[src/rtl/timer8_consts.svh]
`ifndef TIMER8_CONSTS_SVH
`define TIMER8_CONSTS_SVH

// Register indices on the plain register port.
`define ADDR_COUNTER 3'h0
`define ADDR_COMPARE 3'h1
`define ADDR_CONTROL 3'h2
`define ADDR_FLAGS 3'h3
`define ADDR_MASK 3'h4
`define ADDR_ASYNC 3'h5

// Field positions in the control register.
`define CTL_FORCE 7
`define CTL_WAVE_HI 6
`define CTL_WAVE_LO 5
`define CTL_COM_HI 4
`define CTL_COM_LO 3
`define CTL_CS_HI 2
`define CTL_CS_LO 0

// Flag and mask bit positions, async select position.
`define BIT_COMPARE 1
`define BIT_OVERFLOW 0
`define BIT_ASYNC 0

// Counter extremes and reset values.
`define COUNT_MAX 8'hff
`define COUNT_BOTTOM 8'h00
`define RESET_BYTE 8'h00

`endif

[src/rtl/timer8_pkg.sv]
package timer8_pkg;

   typedef enum logic [1:0]
   {
      wave_normal = 2'b00,
      wave_phase_pwm = 2'b01,
      wave_ctc = 2'b10,
      wave_fast_pwm = 2'b11
   } wave_mode_t;

   typedef enum logic [1:0]
   {
      com_none = 2'b00,
      com_toggle = 2'b01,
      com_clear = 2'b10,
      com_set = 2'b11
   } com_mode_t;

endpackage

[src/rtl/timer8_async_compare_unit.sv]
// Strobed register access and the address map were decided locally.
`timescale 1ns/100ps
`include "timer8_consts.svh"

module timer8_async_compare_unit #(
   parameter int PRESCALE_W = 10
)
(
   // Clock and reset.
   input wire logic ref_clk,
   input wire logic reset,
   // Register port.
   input wire logic [2:0] reg_addr,
   input wire logic [7:0] reg_wdata,
   input wire logic reg_write,
   input wire logic reg_read,
   output logic [7:0] reg_rdata,
   // Crystal pins.
   input wire logic crystal_pin_in,
   output logic crystal_pin_out,
   // Interrupt requests and service acknowledges.
   input wire logic compare_irq_ack,
   input wire logic overflow_irq_ack,
   output logic compare_irq,
   output logic overflow_irq,
   // Waveform output.
   output logic compare_output
);

   if (PRESCALE_W < 10)
   begin
      $error("Prescaler must be at least ten bits wide.");
   end

   logic [7:0] counter_value;
   logic [7:0] compare_value;
   logic [7:0] compare_buffer;
   logic [1:0] wave_bits;
   logic [1:0] com_bits;
   logic [2:0] clock_select_field;
   logic async_clock_select;
   logic compare_match_flag;
   logic overflow_flag;
   logic compare_interrupt_enable;
   logic overflow_interrupt_enable;
   logic count_down;
   logic match_block;
   logic xtal_s1;
   logic xtal_s2;
   logic xtal_s3;
   logic [PRESCALE_W-1:0] prescale;
   logic [7:0] next_count;
   logic next_down;
   logic next_oc;

   timer8_pkg::wave_mode_t wave_mode;
   timer8_pkg::com_mode_t com_mode;
   assign wave_mode = timer8_pkg::wave_mode_t'(wave_bits);

   // Register decode.
   wire wr_counter = reg_write && (reg_addr == `ADDR_COUNTER);
   wire wr_compare = reg_write && (reg_addr == `ADDR_COMPARE);
   wire wr_control = reg_write && (reg_addr == `ADDR_CONTROL);
   wire wr_flags = reg_write && (reg_addr == `ADDR_FLAGS);
   wire wr_mask = reg_write && (reg_addr == `ADDR_MASK);
   wire wr_async = reg_write && (reg_addr == `ADDR_ASYNC);
   wire [1:0] com_now = wr_control ? reg_wdata[`CTL_COM_HI:`CTL_COM_LO] : com_bits;
   assign com_mode = timer8_pkg::com_mode_t'(com_now);

   wire pwm_mode = wave_bits[0];
   wire at_max = (counter_value == `COUNT_MAX);
   wire at_bottom = (counter_value == `COUNT_BOTTOM);

   // Timer clock: io clock cycles or crystal rising edges, divided down by the prescaler that the clock select field picks.
   wire xtal_edge = xtal_s2 && !xtal_s3;
   wire src_tick = async_clock_select ? xtal_edge : 1'b1;
   wire [9:0] prescale_mask =
      (clock_select_field == 3'h2) ? 10'h007 :
      (clock_select_field == 3'h3) ? 10'h01f :
      (clock_select_field == 3'h4) ? 10'h03f :
      (clock_select_field == 3'h5) ? 10'h07f :
      (clock_select_field == 3'h6) ? 10'h0ff :
      (clock_select_field == 3'h7) ? 10'h3ff : 10'h000;
   wire prescale_hit = ((prescale[9:0] & prescale_mask) == prescale_mask);
   wire timer_clock = (clock_select_field != 3'h0) && src_tick && prescale_hit;

   // Compare: a blocked tick after a counter write sees no match.
   wire equal_now = (counter_value == compare_value);
   wire eff_match = timer_clock && equal_now && !match_block;

   // Force only acts in the non-PWM modes.
   wire force_hit = wr_control && reg_wdata[`CTL_FORCE] && !reg_wdata[`CTL_WAVE_LO];

   // Overflow event by mode; top for PWM buffer update is maximum.
   wire ovf_event = timer_clock &&
      (pwm_mode && !wave_bits[1] ? (count_down && at_bottom) : at_max);
   wire top_tick = timer_clock && at_max && pwm_mode;

   wire cmp_clear = (wr_flags && reg_wdata[`BIT_COMPARE]) || compare_irq_ack;
   wire ovf_clear = (wr_flags && reg_wdata[`BIT_OVERFLOW]) || overflow_irq_ack;
   // Read multiplexer; compare reads the buffer while buffering.
   wire [7:0] ctl_read = {1'b0, wave_bits, com_bits, clock_select_field};
   wire [7:0] cmp_read = pwm_mode ? compare_buffer : compare_value;
   wire [7:0] read_mux =
      (reg_addr == `ADDR_COUNTER) ? counter_value :
      (reg_addr == `ADDR_COMPARE) ? cmp_read :
      (reg_addr == `ADDR_CONTROL) ? ctl_read :
      (reg_addr == `ADDR_FLAGS) ? {6'h00, compare_match_flag, overflow_flag} :
      (reg_addr == `ADDR_MASK) ?
         {6'h00, compare_interrupt_enable, overflow_interrupt_enable} :
      (reg_addr == `ADDR_ASYNC) ? {7'h00, async_clock_select} : 8'h00;

   assign compare_irq = compare_match_flag && compare_interrupt_enable;
   assign overflow_irq = overflow_flag && overflow_interrupt_enable;
   // Counter sequencing.
   always_comb
   begin
      next_count = counter_value;
      next_down = count_down;
      if (timer_clock)
      begin
         unique case (wave_mode)
            timer8_pkg::wave_normal:
            begin
               next_count = counter_value + 8'h01;
            end
            timer8_pkg::wave_ctc:
            begin
               next_count = eff_match ? `COUNT_BOTTOM : counter_value + 8'h01;
            end
            timer8_pkg::wave_fast_pwm:
            begin
               next_count = at_max ? `COUNT_BOTTOM : counter_value + 8'h01;
            end
            timer8_pkg::wave_phase_pwm:
            begin
               if (count_down ? at_bottom : at_max)
               begin
                  next_down = !count_down;
                  next_count = count_down ? counter_value + 8'h01 : counter_value - 8'h01;
               end
               else
               begin
                  next_count = count_down ? counter_value - 8'h01 : counter_value + 8'h01;
               end
            end
         endcase
      end
      if (wr_counter)
      begin
         next_count = reg_wdata;
      end
   end

   // Output state; mode bits act at once for force and non-PWM matches, and mode zero does nothing.
   always_comb
   begin
      next_oc = compare_output;
      if (force_hit || (eff_match && !pwm_mode))
      begin
         unique case (com_mode)
            timer8_pkg::com_none: next_oc = compare_output;
            timer8_pkg::com_toggle: next_oc = !compare_output;
            timer8_pkg::com_clear: next_oc = 1'b0;
            timer8_pkg::com_set: next_oc = 1'b1;
         endcase
      end
      else if (eff_match && pwm_mode && com_bits[1])
      begin
         next_oc = com_bits[0] ^ (wave_bits[1] ? 1'b0 : count_down);
      end
      else if (top_tick && wave_bits[1] && com_bits[1])
      begin
         next_oc = !com_bits[0];
      end
   end

   always_ff @(posedge ref_clk or posedge reset)
   begin
      if (reset)
      begin
         xtal_s1 <= 1'b0;
         xtal_s2 <= 1'b0;
         xtal_s3 <= 1'b0;
         crystal_pin_out <= 1'b1;
      end
      else
      begin
         xtal_s1 <= crystal_pin_in;
         xtal_s2 <= xtal_s1;
         xtal_s3 <= xtal_s2;
         crystal_pin_out <= !xtal_s2;
      end
   end

   always_ff @(posedge ref_clk or posedge reset)
   begin
      if (reset)
      begin
         prescale <= '0;
      end
      else if (clock_select_field == 3'h0 || src_tick)
      begin
         prescale <= (clock_select_field == 3'h0) ? '0 : prescale + 1'b1;
      end
   end

   always_ff @(posedge ref_clk or posedge reset)
   begin
      if (reset)
      begin
         counter_value <= `RESET_BYTE;
         count_down <= 1'b0;
         match_block <= 1'b0;
         compare_output <= 1'b0;
      end
      else
      begin
         counter_value <= next_count;
         count_down <= next_down;
         match_block <= wr_counter || (match_block && !timer_clock);
         compare_output <= next_oc;
      end
   end

   always_ff @(posedge ref_clk or posedge reset)
   begin
      if (reset)
      begin
         compare_value <= `RESET_BYTE;
         compare_buffer <= `RESET_BYTE;
      end
      else
      begin
         if (wr_compare)
         begin
            compare_buffer <= reg_wdata;
         end
         if (wr_compare && !pwm_mode)
         begin
            compare_value <= reg_wdata;
         end
         else if (top_tick)
         begin
            compare_value <= compare_buffer;
         end
      end
   end

   always_ff @(posedge ref_clk or posedge reset)
   begin
      if (reset)
      begin
         wave_bits <= 2'b00;
         com_bits <= 2'b00;
         clock_select_field <= 3'h0;
         async_clock_select <= 1'b0;
         compare_interrupt_enable <= 1'b0;
         overflow_interrupt_enable <= 1'b0;
      end
      else
      begin
         if (wr_control)
         begin
            wave_bits <= reg_wdata[`CTL_WAVE_HI:`CTL_WAVE_LO];
            com_bits <= reg_wdata[`CTL_COM_HI:`CTL_COM_LO];
            clock_select_field <= reg_wdata[`CTL_CS_HI:`CTL_CS_LO];
         end
         if (wr_async)
         begin
            async_clock_select <= reg_wdata[`BIT_ASYNC];
         end
         if (wr_mask)
         begin
            compare_interrupt_enable <= reg_wdata[`BIT_COMPARE];
            overflow_interrupt_enable <= reg_wdata[`BIT_OVERFLOW];
         end
      end
   end

   // Flags: a setting event wins over a clear in the same cycle.
   always_ff @(posedge ref_clk or posedge reset)
   begin
      if (reset)
      begin
         compare_match_flag <= 1'b0;
         overflow_flag <= 1'b0;
         reg_rdata <= 8'h00;
      end
      else
      begin
         compare_match_flag <= eff_match || (compare_match_flag && !cmp_clear);
         overflow_flag <= ovf_event || (overflow_flag && !ovf_clear);
         reg_rdata <= reg_read ? read_mux : 8'h00;
      end
   end

   a_write_wins: assert property (@(posedge ref_clk) disable iff (reset)
      wr_counter |=> counter_value == $past(reg_wdata))
      else $error("Counter write did not land.");

   a_stop_holds: assert property (@(posedge ref_clk) disable iff (reset)
      (clock_select_field == 3'h0 && !wr_counter) |=> $stable(counter_value))
      else $error("Stopped counter moved.");

   a_flag_after_match: assert property (@(posedge ref_clk) disable iff (reset)
      (timer_clock && equal_now && !match_block) |=> compare_match_flag)
      else $error("Compare flag not set after match.");

   a_block_match: assert property (@(posedge ref_clk) disable iff (reset)
      (wr_counter ##1 (timer_clock && !compare_match_flag)) |=> !compare_match_flag)
      else $error("Match not blocked after counter write.");

   a_normal_wrap: assert property (@(posedge ref_clk) disable iff (reset)
      (timer_clock && wave_bits == 2'b00 && at_max && !wr_counter)
      |=> (counter_value == 8'h00) && overflow_flag)
      else $error("Normal mode wrap wrong.");

   a_ctc_clear: assert property (@(posedge ref_clk) disable iff (reset)
      (wave_bits == 2'b10 && eff_match && !wr_counter) |=> counter_value == 8'h00)
      else $error("Clear on match failed.");

   a_fast_top: assert property (@(posedge ref_clk) disable iff (reset)
      (timer_clock && wave_bits == 2'b11 && at_max && !wr_counter) |=> at_bottom)
      else $error("Fast mode did not restart.");

   a_com_none: assert property (@(posedge ref_clk) disable iff (reset)
      (com_bits == 2'b00 && !wr_control) |=> $stable(compare_output))
      else $error("Output moved with output mode zero.");

   a_irq_gate: assert property (@(posedge ref_clk) disable iff (reset)
      (eff_match && compare_interrupt_enable && !wr_mask) |=> compare_irq)
      else $error("Compare request missing.");

   c_ctc_match: cover property (@(posedge ref_clk) disable iff (reset)
      wave_bits == 2'b10 && eff_match);
   c_phase_turn: cover property (@(posedge ref_clk) disable iff (reset)
      wave_bits == 2'b01 && timer_clock && at_max);
   c_force: cover property (@(posedge ref_clk) disable iff (reset)
      force_hit && com_bits == 2'b01);
   c_crystal: cover property (@(posedge ref_clk) disable iff (reset)
      async_clock_select && timer_clock);

endmodule

[config.mk]
export PLATFORM = sky130hd
export DESIGN_NAME = timer8_async_compare_unit
export DESIGN_NICKNAME = d
export VERILOG_FILES = /design/src/rtl/timer8_pkg.sv /design/src/rtl/timer8_async_compare_unit.sv
export VERILOG_INCLUDE_DIRS = /design/src /design/src/rtl
export SDC_FILE = /design/constraint.sdc
export NUM_CORES = 1
export LEC_CHECK = 0
export BUFFER_PORTS_ARGS = -buffer_cell sky130_fd_sc_hd__buf_2
export CORE_MARGIN = 2
export CORE_UTILIZATION = 54
export DETAILED_ROUTE_END_ITERATION = 10
export GPL_TIMING_DRIVEN = 1
export MAX_ROUTING_LAYER = met4
export PLACE_DENSITY = 0.76
export SYNTH_ARGS = -nofsm -noshare
export SYNTH_HDL_FRONTEND = slang
export SYNTH_SLANG_ARGS = --single-unit
[constraint.sdc]
create_clock -name ref_clk -period 2.2 [get_ports ref_clk]
set_input_delay 0.11 -clock ref_clk [delete_from_list [all_inputs] [get_ports ref_clk]]
set_output_delay 0.11 -clock ref_clk [all_outputs]
set_load 0.01 [all_outputs]
# After elaboration in Yosys (flattened, before gate mapping)
# Cells that the tools add are included.
# op_classes
add_sub_neg,3
n_eq_ne,21
n_mux,34
bitwise,2
n_reduce_logical,61
# op_table
operator,n
8-bit two-way mux,13
10-bit two-way mux,7
8-bit one-hot mux with 4 select lines,1
1-bit logical AND,31
"3-bit == test, second input constant",6
"3-bit by 2-bit == test with 1-bit output, second input constant",4
1-bit logical NOT,12
"10-bit by 1-bit adder with 10-bit output, second input constant",1
10-bit bitwise AND,1
10-bit == test,1
"8-bit by 1-bit adder with 8-bit output, second input constant",1
"2-bit == test, second input constant",4
8-bit == test,1
"8-bit == test, second input constant",1
8-bit logical NOT,1
1-bit two-way mux,8
"8-bit by 1-bit subtractor with 8-bit output, second input constant",1
1-bit logical OR,7
7-bit two-way mux,1
3-bit logical NOT,2
2-bit two-way mux,3
3-bit nonzero test,2
"2-bit by 1-bit == test with 1-bit output, second input constant",2
2-bit logical NOT,2
7 further kinds,8
# totals
ff_bits,61
inputBits,18
wordCells,141

# Logic depth before layout (Yosys ltp)
# Gate-level depths: netlist (run 1).
# logic_depth
depth_word,17
mapped_depth,9
ltp_nobuf,8

# Worst setup path after synthesis (run 1)
# OpenSTA, ideal clock, no wires.
# synth_timing
path_type,register to register
startpoint,register counter_value[0]
endpoint,register counter_value[2]
setup_ns,0.131
arrival_ns,2.000
required_ns,2.069
setup_slack_ns,0.068
path_stages_with_launch,10
cell_sequence,dfrtp_1 -> inv_1 -> ha_1 -> or3b_1 -> buf_2 -> o31a_1 -> o21ai_4 -> o21ai_2 -> a211oi_2 -> a211oi_2
# synth_between
elab_chain_cells,7
# synth_rtl
item,line,rtl
from (decl),timer8_async_compare_unit.sv:35,logic [7:0] counter_value;
from (signal assigned),timer8_async_compare_unit.sv:212,counter_value <= `RESET_BYTE;
from (signal assigned),timer8_async_compare_unit.sv:219,counter_value <= next_count;
branches (longest 4 deep; another with 8-bit by 1-bit adder with 8-bit output),n/a,
8-bit one-hot mux with 4 select lines (*),timer8_async_compare_unit.sv:122,unique case (wave_mode)
8-bit two-way mux (*),timer8_async_compare_unit.sv:120,if (timer_clock)
8-bit two-way mux (*),timer8_async_compare_unit.sv:149,if (wr_counter)
# Mark *: on every way between the ends. The select of a mux whose other input is x is not followed.
# A chain may end at the register's enable or synchronous reset.

# Worst setup path after layout (run 1)
# layout_timing
startpoint,register counter_value[1]
endpoint,register counter_value[5]
# Same word-level chain as after synthesis.

==> results.sh, run 1 <==
export IMPL_run_status="complete, but fails checks"
export IMPL_violations="setup timing"
export IMPL_place_port_buffers=29
export IMPL_maxClockFrequency_mhz=449.9
export IMPL_boundaryPins=30
export IMPL_critPathRequiredTime_ps=2430
export IMPL_final_antenna_net_count=0
export IMPL_synth_async_reset_ratio_pct=100.0
export IMPL_postSynthAreaPerCell_um2=9.370
export IMPL_core_region_area_um2=6756
export IMPL_drive_gt1_share_pct=27.39
export IMPL_synth_cell_type_count=67
export IMPL_finalCriticalPeriod_ps=2223
export IMPL_cts_tree="built"
export IMPL_fin_crit_sh_pct=101.0
export IMPL_place_congestion=0.9932
export IMPL_drv_cap=0
export IMPL_routed_via_density=6.072
export IMPL_clock_latency_ps=350
export IMPL_grt_antenna_before_repair=0
export IMPL_via_count=3279
export IMPL_globalRouteOverflowTotal=0
export IMPL_finalWorstSetupSlack_ps=-22.65
export IMPL_final_hold_worst_slack_ps=30.79
export IMPL_die_height_um=87.42
export IMPL_synth_enable_flop_cells=0
export IMPL_antenna_diode_count=0
export IMPL_finish_cell_count_without_fillers=540
export IMPL_die_area_um2=7641
export IMPL_timing_hold_violations_final=0
export IMPL_synth_nets=422
export IMPL_placement_rows=30
export IMPL_report_final_slew_viol_count=0
export IMPL_critical_path_class="register to register"
export IMPL_clk_pin_slew_worst_paths_ps=70
export IMPL_syn_instance_count=401
export IMPL_yosys_most_used_dff="sky130_fd_sc_hd__dfrtp_1"
export IMPL_worstPathArrival_ps=2450
export IMPL_fillers=556
export IMPL_drt_drc_violations_left=0
export IMPL_htreeDepth=3
export IMPL_power_per_cell_area_nw_per_um2=986.3
export IMPL_grt_setup_unrepaired="yes"
export IMPL_worst_setup_path_end_kind="register"
export IMPL_total_number_of_nets_in_the_final_design=476
export IMPL_start_util_pct=55.61
export IMPL_detailed_route_wire_length_mm=10.00
export IMPL_yosys_register_bits=61
export IMPL_drt_first_pass_iters=5
export IMPL_setup_violation_total_in_the_final_timing_report=1
export IMPL_syn_cell_area_um2=3757
export IMPL_place_inst=518
export IMPL_grt_start_max_net_pins=62
export IMPL_ctsLongestPathBuffers=2
export IMPL_irDropWorstVdd_v=0.0005346
export IMPL_critical_path_peak_fanout=4
export IMPL_max_slew_headroom_at_the_worst_pin_pct=56.93
export IMPL_area_growth_pct=17.52
export IMPL_kind_of_path_behind_the_tightest_hold_check="input port to register"
export IMPL_clockRootBuffer="sky130_fd_sc_hd__clkbuf_8"
export IMPL_place_ws_ps=4.100
export IMPL_worstMarginPinSlew_ps=646.0
export IMPL_vias_in_the_first_global_route=3095
export IMPL_leak_pwr_uw=0.001918
export IMPL_numCtsBuffers=9
export IMPL_power_uw=4355
export IMPL_fp_dieW_um=87.42
export IMPL_yosysWarnings=0
export IMPL_groute_usage_overall_pct=28.89
export IMPL_grt_first_pass_wirelength_mm=16.17
export IMPL_setup_worst_path_start_class="register"
export IMPL_seq_area_frac_synth_pct=40.66
export IMPL_drt_iter0_drc=392
export IMPL_cts_sinks=61
export IMPL_place_hpwl_mm=7.099
export IMPL_setup_total_negative_slack_ps=-22.65
export IMPL_wire_per_inst_um=18.52
export IMPL_finClkSkew_ps=9.264
report_power, final:
group          switching (µW)  leakage (µW)  internal (µW)
combinational             891       0.00108            824
clock                     454     0.0000896            471
sequential                334      0.000753           1380
cells by family after synthesis:
kind of cell	after synthesis	share of synthesized area, %
multiplexers	32	9.124
XOR/XNOR	19	4.429
AO/OA/AOI/OAI	105	19.91
buffers and inverters	41	5.561
adder cells (fa/ha/maj)	3	0.9991
flip-flops	61	40.66
AND/OR/NAND/NOR	140	19.31
critical path, stage by stage, from the launching register on:
cell                       delay (ps)
sky130_fd_sc_hd__dfrtp_1          410
sky130_fd_sc_hd__inv_1             70
sky130_fd_sc_hd__ha_2             160
sky130_fd_sc_hd__or3b_4           420
sky130_fd_sc_hd__o31ai_4          340
sky130_fd_sc_hd__a211oi_2         120
sky130_fd_sc_hd__o31ai_1          260
sky130_fd_sc_hd__o311a_1          230
sky130_fd_sc_hd__o22ai_1           80
cell usage in the layout (no fill, tap or decap), types with 5 or more instances in the layout:
master,synthesis,layout
sky130_fd_sc_hd__dfrtp_1,60,60
sky130_fd_sc_hd__and3_1,9,8
sky130_fd_sc_hd__buf_4,2,35
sky130_fd_sc_hd__nand2b_1,7,7
sky130_fd_sc_hd__nand3_1,9,8
sky130_fd_sc_hd__or3_1,8,6
sky130_fd_sc_hd__nand2_1,30,30
sky130_fd_sc_hd__nor4_1,7,7
sky130_fd_sc_hd__inv_1,14,12
sky130_fd_sc_hd__nor2b_1,5,5
sky130_fd_sc_hd__nor3_1,9,8
sky130_fd_sc_hd__mux2_2,17,17
sky130_fd_sc_hd__a21oi_1,26,25
sky130_fd_sc_hd__mux2i_1,14,14
sky130_fd_sc_hd__o21ai_1,10,11
sky130_fd_sc_hd__nor2_1,38,38
sky130_fd_sc_hd__clkbuf_8,0,11
sky130_fd_sc_hd__xnor2_1,13,13
sky130_fd_sc_hd__buf_2,8,29
sky130_fd_sc_hd__o21ai_0,18,17
sky130_fd_sc_hd__nand4_1,6,6
sky130_fd_sc_hd__xor2_1,6,6
per-layer routing:
metal	GRT usage, %	vias to the layer above	part of all wire [%]
li1	-	1551	-
met1	42.55	1555	45
met2	39.88	150	45
met3	6.161	23	7.9
met4	8.671	0	1.7
met5	-	-	0
stage by stage:
step / util [%] / area (µm²)
after floorplan: - / 3757
after global placement: 61.19 / 4134
after detailed placement: 61.19 / 4134
after CTS: 64.33 / 4347
after global routing: 65.35 / 4415
final: 65.35 / 4415
worst paths after layout:
| path | startpoint | to | cells after the start | slack [ps] |
|---|---|---|---|---|
| min | reg_wdata[7] | compare_value[7] | 3 | 30 |
| max | counter_value[1] | counter_value[5] | 8 | -20 |
| min in group asynchronous | reset | prescale[4] | 4 | 380 |
| min reg2reg | xtal_s1 | xtal_s2 | 0 | 360 |
| max in group asynchronous | reset | crystal_pin_out | 4 | 1530 |
| max reg2reg | counter_value[1] | counter_value[5] | 8 | -20 |
flip-flops by register name, indices dropped and copies added, names as in the netlist, 2 cells and up:
register / flops
reg_rdata: 8
clock_select_field: 3
compare_value: 8
com_bits: 2
compare_buffer: 8
wave_bits: 2
counter_value: 8
prescale: 10
cell type report:
class | count | area [µm²] | share of cell area, %
clock buffers | 13 | 158.9 | 3.599
repair buffers | 70 | 489.2 | 11.08
clock inverters | 3 | 21.27 | 0.4817
multi-input cells | 299 | 2066 | 46.78
inverters | 14 | 52.55 | 1.190
flip-flops and latches | 61 | 1528 | 34.60
well taps | 80 | 100.1 | 2.267
Yosys cell counts, types with 6 or more instances:
library cell,instances,area (µm²)
sky130_fd_sc_hd__a21oi_1,26,130.1
sky130_fd_sc_hd__nand3_1,9,45.04
sky130_fd_sc_hd__inv_1,14,52.55
sky130_fd_sc_hd__clkbuf_1,9,33.78
sky130_fd_sc_hd__o21ai_1,10,50.05
sky130_fd_sc_hd__nor2_1,38,142.6
sky130_fd_sc_hd__o21ai_0,18,90.09
sky130_fd_sc_hd__buf_2,8,40.04
sky130_fd_sc_hd__mux2i_1,14,140.1
sky130_fd_sc_hd__mux2_2,17,191.4
sky130_fd_sc_hd__nor4_1,7,43.79
sky130_fd_sc_hd__xor2_1,6,52.55
sky130_fd_sc_hd__nand2b_1,7,43.79
sky130_fd_sc_hd__dfrtp_1,60,1501
sky130_fd_sc_hd__nand4_1,6,37.54
sky130_fd_sc_hd__xnor2_1,13,113.9
sky130_fd_sc_hd__or3_1,8,50.05
sky130_fd_sc_hd__nand2_1,30,112.6
sky130_fd_sc_hd__nor3_1,9,45.04
sky130_fd_sc_hd__and3_1,9,56.30
timing repair:
action / in CTS / in global routing
pin swaps: 0 / 8
hold buffers: 3 / 0
endpoints found under the hold margin: 62 / 0
gates resized for setup: 1 / 13
buffers inserted: 0 / 3
setup endpoints to repair: 1 / 14
(Power assumes the default switching activity.)
==> run 2: changes to the inputs <==
--- a/config.mk
+++ b/config.mk
@@ -6,13 +6,14 @@
 export SDC_FILE = /design/constraint.sdc
 export NUM_CORES = 1
 export LEC_CHECK = 0
-export BUFFER_PORTS_ARGS = -buffer_cell sky130_fd_sc_hd__buf_2
+export BUFFER_PORTS_ARGS = -buffer_cell sky130_fd_sc_hd__buf_4
 export CORE_MARGIN = 2
 export CORE_UTILIZATION = 54
 export DETAILED_ROUTE_END_ITERATION = 10
 export GPL_TIMING_DRIVEN = 1
 export MAX_ROUTING_LAYER = met4
 export PLACE_DENSITY = 0.76
+export SLEW_MARGIN = 10
 export SYNTH_ARGS = -nofsm -noshare
 export SYNTH_HDL_FRONTEND = slang
 export SYNTH_SLANG_ARGS = --single-unit
==> constraint.sdc (replaced) <==
create_clock -name ref_clk -period 2.2 [get_ports ref_clk]
set_input_delay 0 -clock ref_clk [delete_from_list [all_inputs] [get_ports ref_clk]]
set_output_delay 0 -clock ref_clk [all_outputs]
set_load 0.01 [all_outputs]
==> run 2 against run 1 <==
Effect of this change:
- the run still ends with setup timing left
- cell count increased by 0.74%
- non-clock buffer count rose by 4
- die area is the same
- sequential power about the same
- register-to-register slack barely moved
- total power is 5.4% higher
- sequential cell count stayed put
- critical path type unchanged
==> results.sh, run 2 (synthesis results as in run 1) <==
export IMPL_run_status="complete, but fails checks"
export IMPL_violations="setup timing"
export IMPL_grt_start_max_net_pins=62
export IMPL_power_frac_comb_pct=38.4
export IMPL_p_int_uw=2905
export IMPL_place_hpwl_mm=7.063
export IMPL_layout_commonest_cell="sky130_fd_sc_hd__dfrtp_1"
export IMPL_finalWorstSetupSlack_ps=-16.26
export IMPL_final_util_pct=67.83
export IMPL_finish_cell_count_without_fillers=544
export IMPL_place_congestion=1.016
export IMPL_critPathRequiredTime_ps=2430
export IMPL_power_switching_uw=1686
export IMPL_wire_per_inst_um=18.13
export IMPL_globalRouteOverflowTotal=0
export IMPL_maxClockFrequency_mhz=451.2
export IMPL_core_region_area_um2=6756
export IMPL_grt_setup_unrepaired="yes"
export IMPL_mostFrequentLayoutCells="60 x sky130_fd_sc_hd__dfrtp_1, 59 x sky130_fd_sc_hd__buf_4, 38 x sky130_fd_sc_hd__nor2_1"
export IMPL_cts_sinks=61
export IMPL_layout_cell_area_non_filler_um2=4583
export IMPL_place_inst=513
export IMPL_cts_tree="built"
export IMPL_fillers=560
export IMPL_numCtsBuffers=9
export IMPL_die_area_um2=7641
export IMPL_final_antenna_net_count=0
export IMPL_grt_first_pass_wirelength_mm=15.95
export IMPL_drv_cap=0
export IMPL_htreeDepth=3
export IMPL_area_growth_pct=21.98
export IMPL_fp_dieW_um=87.42
export IMPL_critical_path_class="register to register"
export IMPL_clock_power_share_pct=24.5
export IMPL_clockRootBuffer="sky130_fd_sc_hd__clkbuf_8"
export IMPL_p_sw_share_pct=36.73
export IMPL_finClkSkew_ps=10.39
export IMPL_clk_pin_slew_worst_paths_ps=70
export IMPL_via_count=3319
export IMPL_boundaryPins=30
export IMPL_antenna_diode_count=0
export IMPL_start_util_pct=55.61
export IMPL_power_uw=4591
export IMPL_grt_antenna_before_repair=0
export IMPL_clock_latency_ps=340
export IMPL_drt_first_pass_iters=5
export IMPL_groute_usage_overall_pct=28.18
export IMPL_worst_r2r_cell_count=8
export IMPL_timing_hold_violations_final=0
export IMPL_drive_gt1_share_pct=26.08
export IMPL_placement_rows=30
export IMPL_drt_drc_violations_left=0
export IMPL_vias_in_the_first_global_route=3144
export IMPL_largest_register_ffs=10
export IMPL_fin_crit_sh_pct=100.7
export IMPL_setup_worst_path_start_class="register"
export IMPL_ctsLongestPathBuffers=2
export IMPL_number_of_stages_on_the_worst_hold_path=2
export IMPL_routed_via_density=6.101
export IMPL_power_per_cell_area_nw_per_um2=1002
export IMPL_leak_pwr_uw=0.001963
export IMPL_die_height_um=87.42
export IMPL_place_area_um2=4156
export IMPL_place_port_buffers=29
export IMPL_total_number_of_nets_in_the_final_design=480
export IMPL_max_slew_headroom_at_the_worst_pin_pct=48.98
export IMPL_irDropWorstVdd_v=0.0006915
export IMPL_setup_violation_total_in_the_final_timing_report=1
export IMPL_top_register="prescale"
export IMPL_final_hold_worst_slack_ps=29.43
export IMPL_drt_iter0_drc=373
export IMPL_worstPathArrival_ps=2440
export IMPL_worst_setup_path_end_kind="register"
export IMPL_critical_path_peak_fanout=4
export IMPL_report_final_slew_viol_count=0
export IMPL_power_frac_seq_pct=37.1
export IMPL_detailed_route_wire_length_mm=9.863
export IMPL_worstMarginPinSlew_ps=765.2
export IMPL_finalCriticalPeriod_ps=2216
export IMPL_kind_of_path_behind_the_tightest_hold_check="input port to register"
[run 2: cell count changes in the layout (fill, tap and decap cells not counted), moves of 2 or more]
cell / before / now
sky130_fd_sc_hd__buf_2: 29 / 0
sky130_fd_sc_hd__bufinv_16: 0 / 2
sky130_fd_sc_hd__dlygate4sd3_1: 3 / 13
sky130_fd_sc_hd__buf_4: 35 / 59
sky130_fd_sc_hd__o21ai_1: 11 / 9
sky130_fd_sc_hd__o21ai_2: 1 / 3
[run 2: layout make-up]
type | count | area [µm²] | area share (%)
clock buffers | 11 | 141.4 | 3.085
clock inverters | 5 | 81.33 | 1.775
inverters | 14 | 52.55 | 1.147
multi-input cells | 299 | 2076 | 45.29
flip-flops and latches | 61 | 1528 | 33.33
well taps | 80 | 100.1 | 2.184
repair buffers | 74 | 604.3 | 13.19
[run 2: power by group through the flow]
| stage | clock (µW) | sequential, µW | combinational, µW |
|---|---|---|---|
| 2_1_floorplan | 0 | 1590 | 1240 |
| 3_3_place_gp | 0 | 1700 | 1630 |
| 3_5_place_dp | 0 | 1710 | 1660 |
| 4_1_cts | 1150 | 1690 | 1690 |
| 5_1_grt | 1200 | 1740 | 1910 |
| 6_report | 1130 | 1700 | 1760 |
[run 2: per-stage QoR]
stage,setup WS (ps),setup TNS (ps)
2_1_floorplan,68.26,0
3_3_place_gp,58.38,0
3_5_place_dp,-15.50,-15.50
4_1_cts,33.16,0
5_1_grt,-86.45,-254.7
6_report,-16.26,-16.26
[run 2: worst paths after layout]
kind	slack (ps)	startpoint	to
min in group asynchronous	450	reset	xtal_s2
worst max-delay path	-20	counter_value[1]	counter_value[5]
worst min-delay path	30	reg_addr[1]	reg_rdata[7]
worst max register to register	-20	counter_value[1]	counter_value[5]
max in group asynchronous	1250	reset	counter_value[3]
worst min register to register	360	xtal_s1	xtal_s2
[run 2: worst max-delay path, cell delays in order (launching register included)]
cell and delay, ps:
sky130_fd_sc_hd__dfrtp_1 410, sky130_fd_sc_hd__inv_1 70, sky130_fd_sc_hd__ha_2 190, sky130_fd_sc_hd__or3b_4 440
sky130_fd_sc_hd__o31ai_4 340, sky130_fd_sc_hd__a211oi_1 130, sky130_fd_sc_hd__o31ai_1 260, sky130_fd_sc_hd__o311a_1 210
sky130_fd_sc_hd__o22ai_1 60
[run 2: timing repair]
action                                  CTS  global route
buffers inserted                          0             2
hold buffers                             13             0
endpoints found under the hold margin    95             0
gates resized for setup                   1            14
endpoints found under the setup margin    2            11
pin swaps                                 0             7
[run 2: layer usage]
layer	GRT usage, %	vias to the layer above	share of wire, %
li1	-	1555	-
met1	39.76	1625	45
met2	41.05	127	47
met3	4.360	12	6.1
met4	10.49	0	1.3
met5	-	-	0
==> run 3: changes to the inputs <==
--- a/config.mk
+++ b/config.mk
@@ -7,6 +7,7 @@
 export NUM_CORES = 1
 export LEC_CHECK = 0
 export BUFFER_PORTS_ARGS = -buffer_cell sky130_fd_sc_hd__buf_4
+export CORE_ASPECT_RATIO = 1.75
 export CORE_MARGIN = 2
 export CORE_UTILIZATION = 54
 export DETAILED_ROUTE_END_ITERATION = 10
==> run 3 against run 2 <==
Effect of this change:
- the run now ends clean
- clock skew down 4.8 ps
- combinational power up 10%
- non-clock buffer count up 14
- via count up 4.8%
- die area up 0.34%
- worst hold slack better by 13 ps
- wire length up 11%
- count of clock-buffer cells in the layout up 3
- sequential power about the same
- highest routed layer unchanged
==> results.sh, run 3 (synthesis results as in run 1) <==
export IMPL_run_status="complete, no violations"
export IMPL_cts_tree="built"
export IMPL_setup_slack_of_the_worst_register_to_register_path_ps=60
export IMPL_power_per_cell_area_nw_per_um2=1024
export IMPL_antenna_diode_count=0
export IMPL_critical_path_class="register to register"
export IMPL_via_count=3478
export IMPL_place_congestion=0.9868
export IMPL_start_util_pct=55.20
export IMPL_vias_in_the_first_global_route=3537
export IMPL_critical_path_peak_fanout=4
export IMPL_place_port_buffers=29
export IMPL_ctsLongestPathBuffers=2
export IMPL_numCtsBuffers=9
export IMPL_globalRouteOverflowTotal=0
export IMPL_boundaryPins=30
export IMPL_crit_chain="inv_1, ha_1, or3b_4, o31a_1, o21ai_4, buf_4, mux2i_1, nand3_1, a21oi_1"
export IMPL_fp_dieW_um=67.06
export IMPL_irDropWorstVdd_v=0.0007464
export IMPL_place_area_um2=4294
export IMPL_kind_of_path_behind_the_tightest_hold_check="input port to register"
export IMPL_die_height_um=114.3
export IMPL_fin_crit_sh_pct=97.48
export IMPL_critPathRequiredTime_ps=2400
export IMPL_worstPathArrival_ps=2350
export IMPL_placement_rows=40
export IMPL_cts_sinks=61
export IMPL_layout_commonest_cell="sky130_fd_sc_hd__buf_4"
export IMPL_worstMarginPinSlew_ps=618.8
export IMPL_groute_usage_overall_pct=31.94
export IMPL_drt_drc_violations_left=0
export IMPL_drv_cap=0
export IMPL_finalCriticalPeriod_ps=2145
export IMPL_power_uw=4900
export IMPL_max_slew_headroom_at_the_worst_pin_pct=58.43
export IMPL_routed_via_density=6.189
export IMPL_clk_pin_slew_worst_paths_ps=50
export IMPL_mostFrequentLayoutCells="72 x sky130_fd_sc_hd__buf_4, 60 x sky130_fd_sc_hd__dfrtp_1, 38 x sky130_fd_sc_hd__nor2_1"
export IMPL_slowest_delay_ps=420
export IMPL_top_register="prescale"
export IMPL_grt_first_pass_wirelength_mm=17.58
export IMPL_drt_iter0_drc=274
export IMPL_final_hold_worst_slack_ps=42.29
export IMPL_timing_critical_path_from="counter_value[0]"
export IMPL_place_hpwl_mm=7.958
export IMPL_clock_latency_ps=330
export IMPL_drt_first_pass_iters=5
export IMPL_leak_pwr_uw=0.002063
export IMPL_area_growth_pct=27.34
export IMPL_setup_worst_path_start_class="register"
export IMPL_worst_path_max_delay_cell="sky130_fd_sc_hd__or3b_4"
export IMPL_maxClockFrequency_mhz=466.3
export IMPL_clockRootBuffer="sky130_fd_sc_hd__clkbuf_16"
export IMPL_drive_gt1_share_pct=28.24
export IMPL_htreeDepth=3
export IMPL_grt_antenna_before_repair=0
export IMPL_layout_cell_area_non_filler_um2=4785
export IMPL_grt_setup_unrepaired="yes"
export IMPL_largest_register_ffs=10
export IMPL_timing_hold_violations_final=0
export IMPL_worstHoldStart="reg_addr[1]"
export IMPL_final_antenna_net_count=0
export IMPL_wire_per_inst_um=19.43
export IMPL_core_region_area_um2=6807
export IMPL_worst_reg2reg_startpoint="counter_value[0]"
export IMPL_postCtsSetupRepairBufs=0
export IMPL_setup_total_negative_slack_ps=0
export IMPL_setup_violation_total_in_the_final_timing_report=0
export IMPL_report_final_slew_viol_count=0
export IMPL_total_number_of_nets_in_the_final_design=494
export IMPL_place_inst=533
export IMPL_finClkSkew_ps=5.619
export IMPL_die_area_um2=7667
export IMPL_worst_setup_path_end_kind="register"
export IMPL_grt_start_max_net_pins=40
export IMPL_detailed_route_wire_length_mm=10.92
export IMPL_finish_cell_count_without_fillers=562
==> run 3: changes by cell type in the layout (fill, tap and decap cells not counted), sizes merged <==
cell	delta
clkinv	+1
clkinvlp	-1
clkbuf	+3
buf	+14
inv	-1
bufinv	-2
==> run 3: metrics by stage <==
stage                     utilization [%]  setup slack (ps)
after floorplan                         -             68.26
after global placement              63.09            -84.34
after detailed placement            63.09            -83.98
after CTS                           69.10             19.60
after global routing                70.29            -21.67
final                               70.29             55.42
==> run 3: worst paths after layout <==
check | to | cells after the start
max in group asynchronous | crystal_pin_out | 4
worst max-delay path | counter_value[1] | 9
min in group asynchronous | reg_rdata[5] | 3
worst max register to register | counter_value[1] | 9
worst min-delay path | reg_rdata[7] | 2
worst min register to register | xtal_s2 | 0
==> run 3: worst max-delay path: cells and delay by family, from the launching register on <==
kind	cells	cell delay (ps)
compound gates	3	680
fa+ha+maj	1	150
buf+inv	2	220
flops	1	380
mux	1	60
simple gates	2	520
==> run 3: report_power, final <==
group          internal [µW]  switching [µW]  leakage [µW]  total [µW]
clock                    788             466      0.000131        1250
combinational            931            1010       0.00118        1940
sequential              1380             320      0.000753        1700
==> run 3: area by class of cell <==
class                           instances  area, µm²
Fill cell                             529       2022
Tap cell                               84      105.1
Timing Repair Buffer                   88      721.9
Multi-Input combinational cell        299       2113
Clock inverter                          2      10.01
Inverter                               14      52.55
Sequential cell                        61       1528
Clock buffer                           14      254.0
==> run 3: routing by layer <==
layer / track usage, % / up-vias / wire (µm) / share of wire [%]
met1: 34.18 / 1650 / 3871 / 35
met2: 51.49 / 174 / 5661 / 52
met4: 23.27 / 0 / 805 / 7.4
met3: 5.703 / 66 / 583 / 5.3
li1: - / 1588 / - / -
met5: - / - / 0 / 0
==> run 3: timing repair <==
item	in CTS	in global routing
hold buffers	13	0
cloned	0	0
setup endpoints to repair	2	16
endpoints found under the hold margin	54	0
gates resized for setup	3	17
pin swaps	0	6
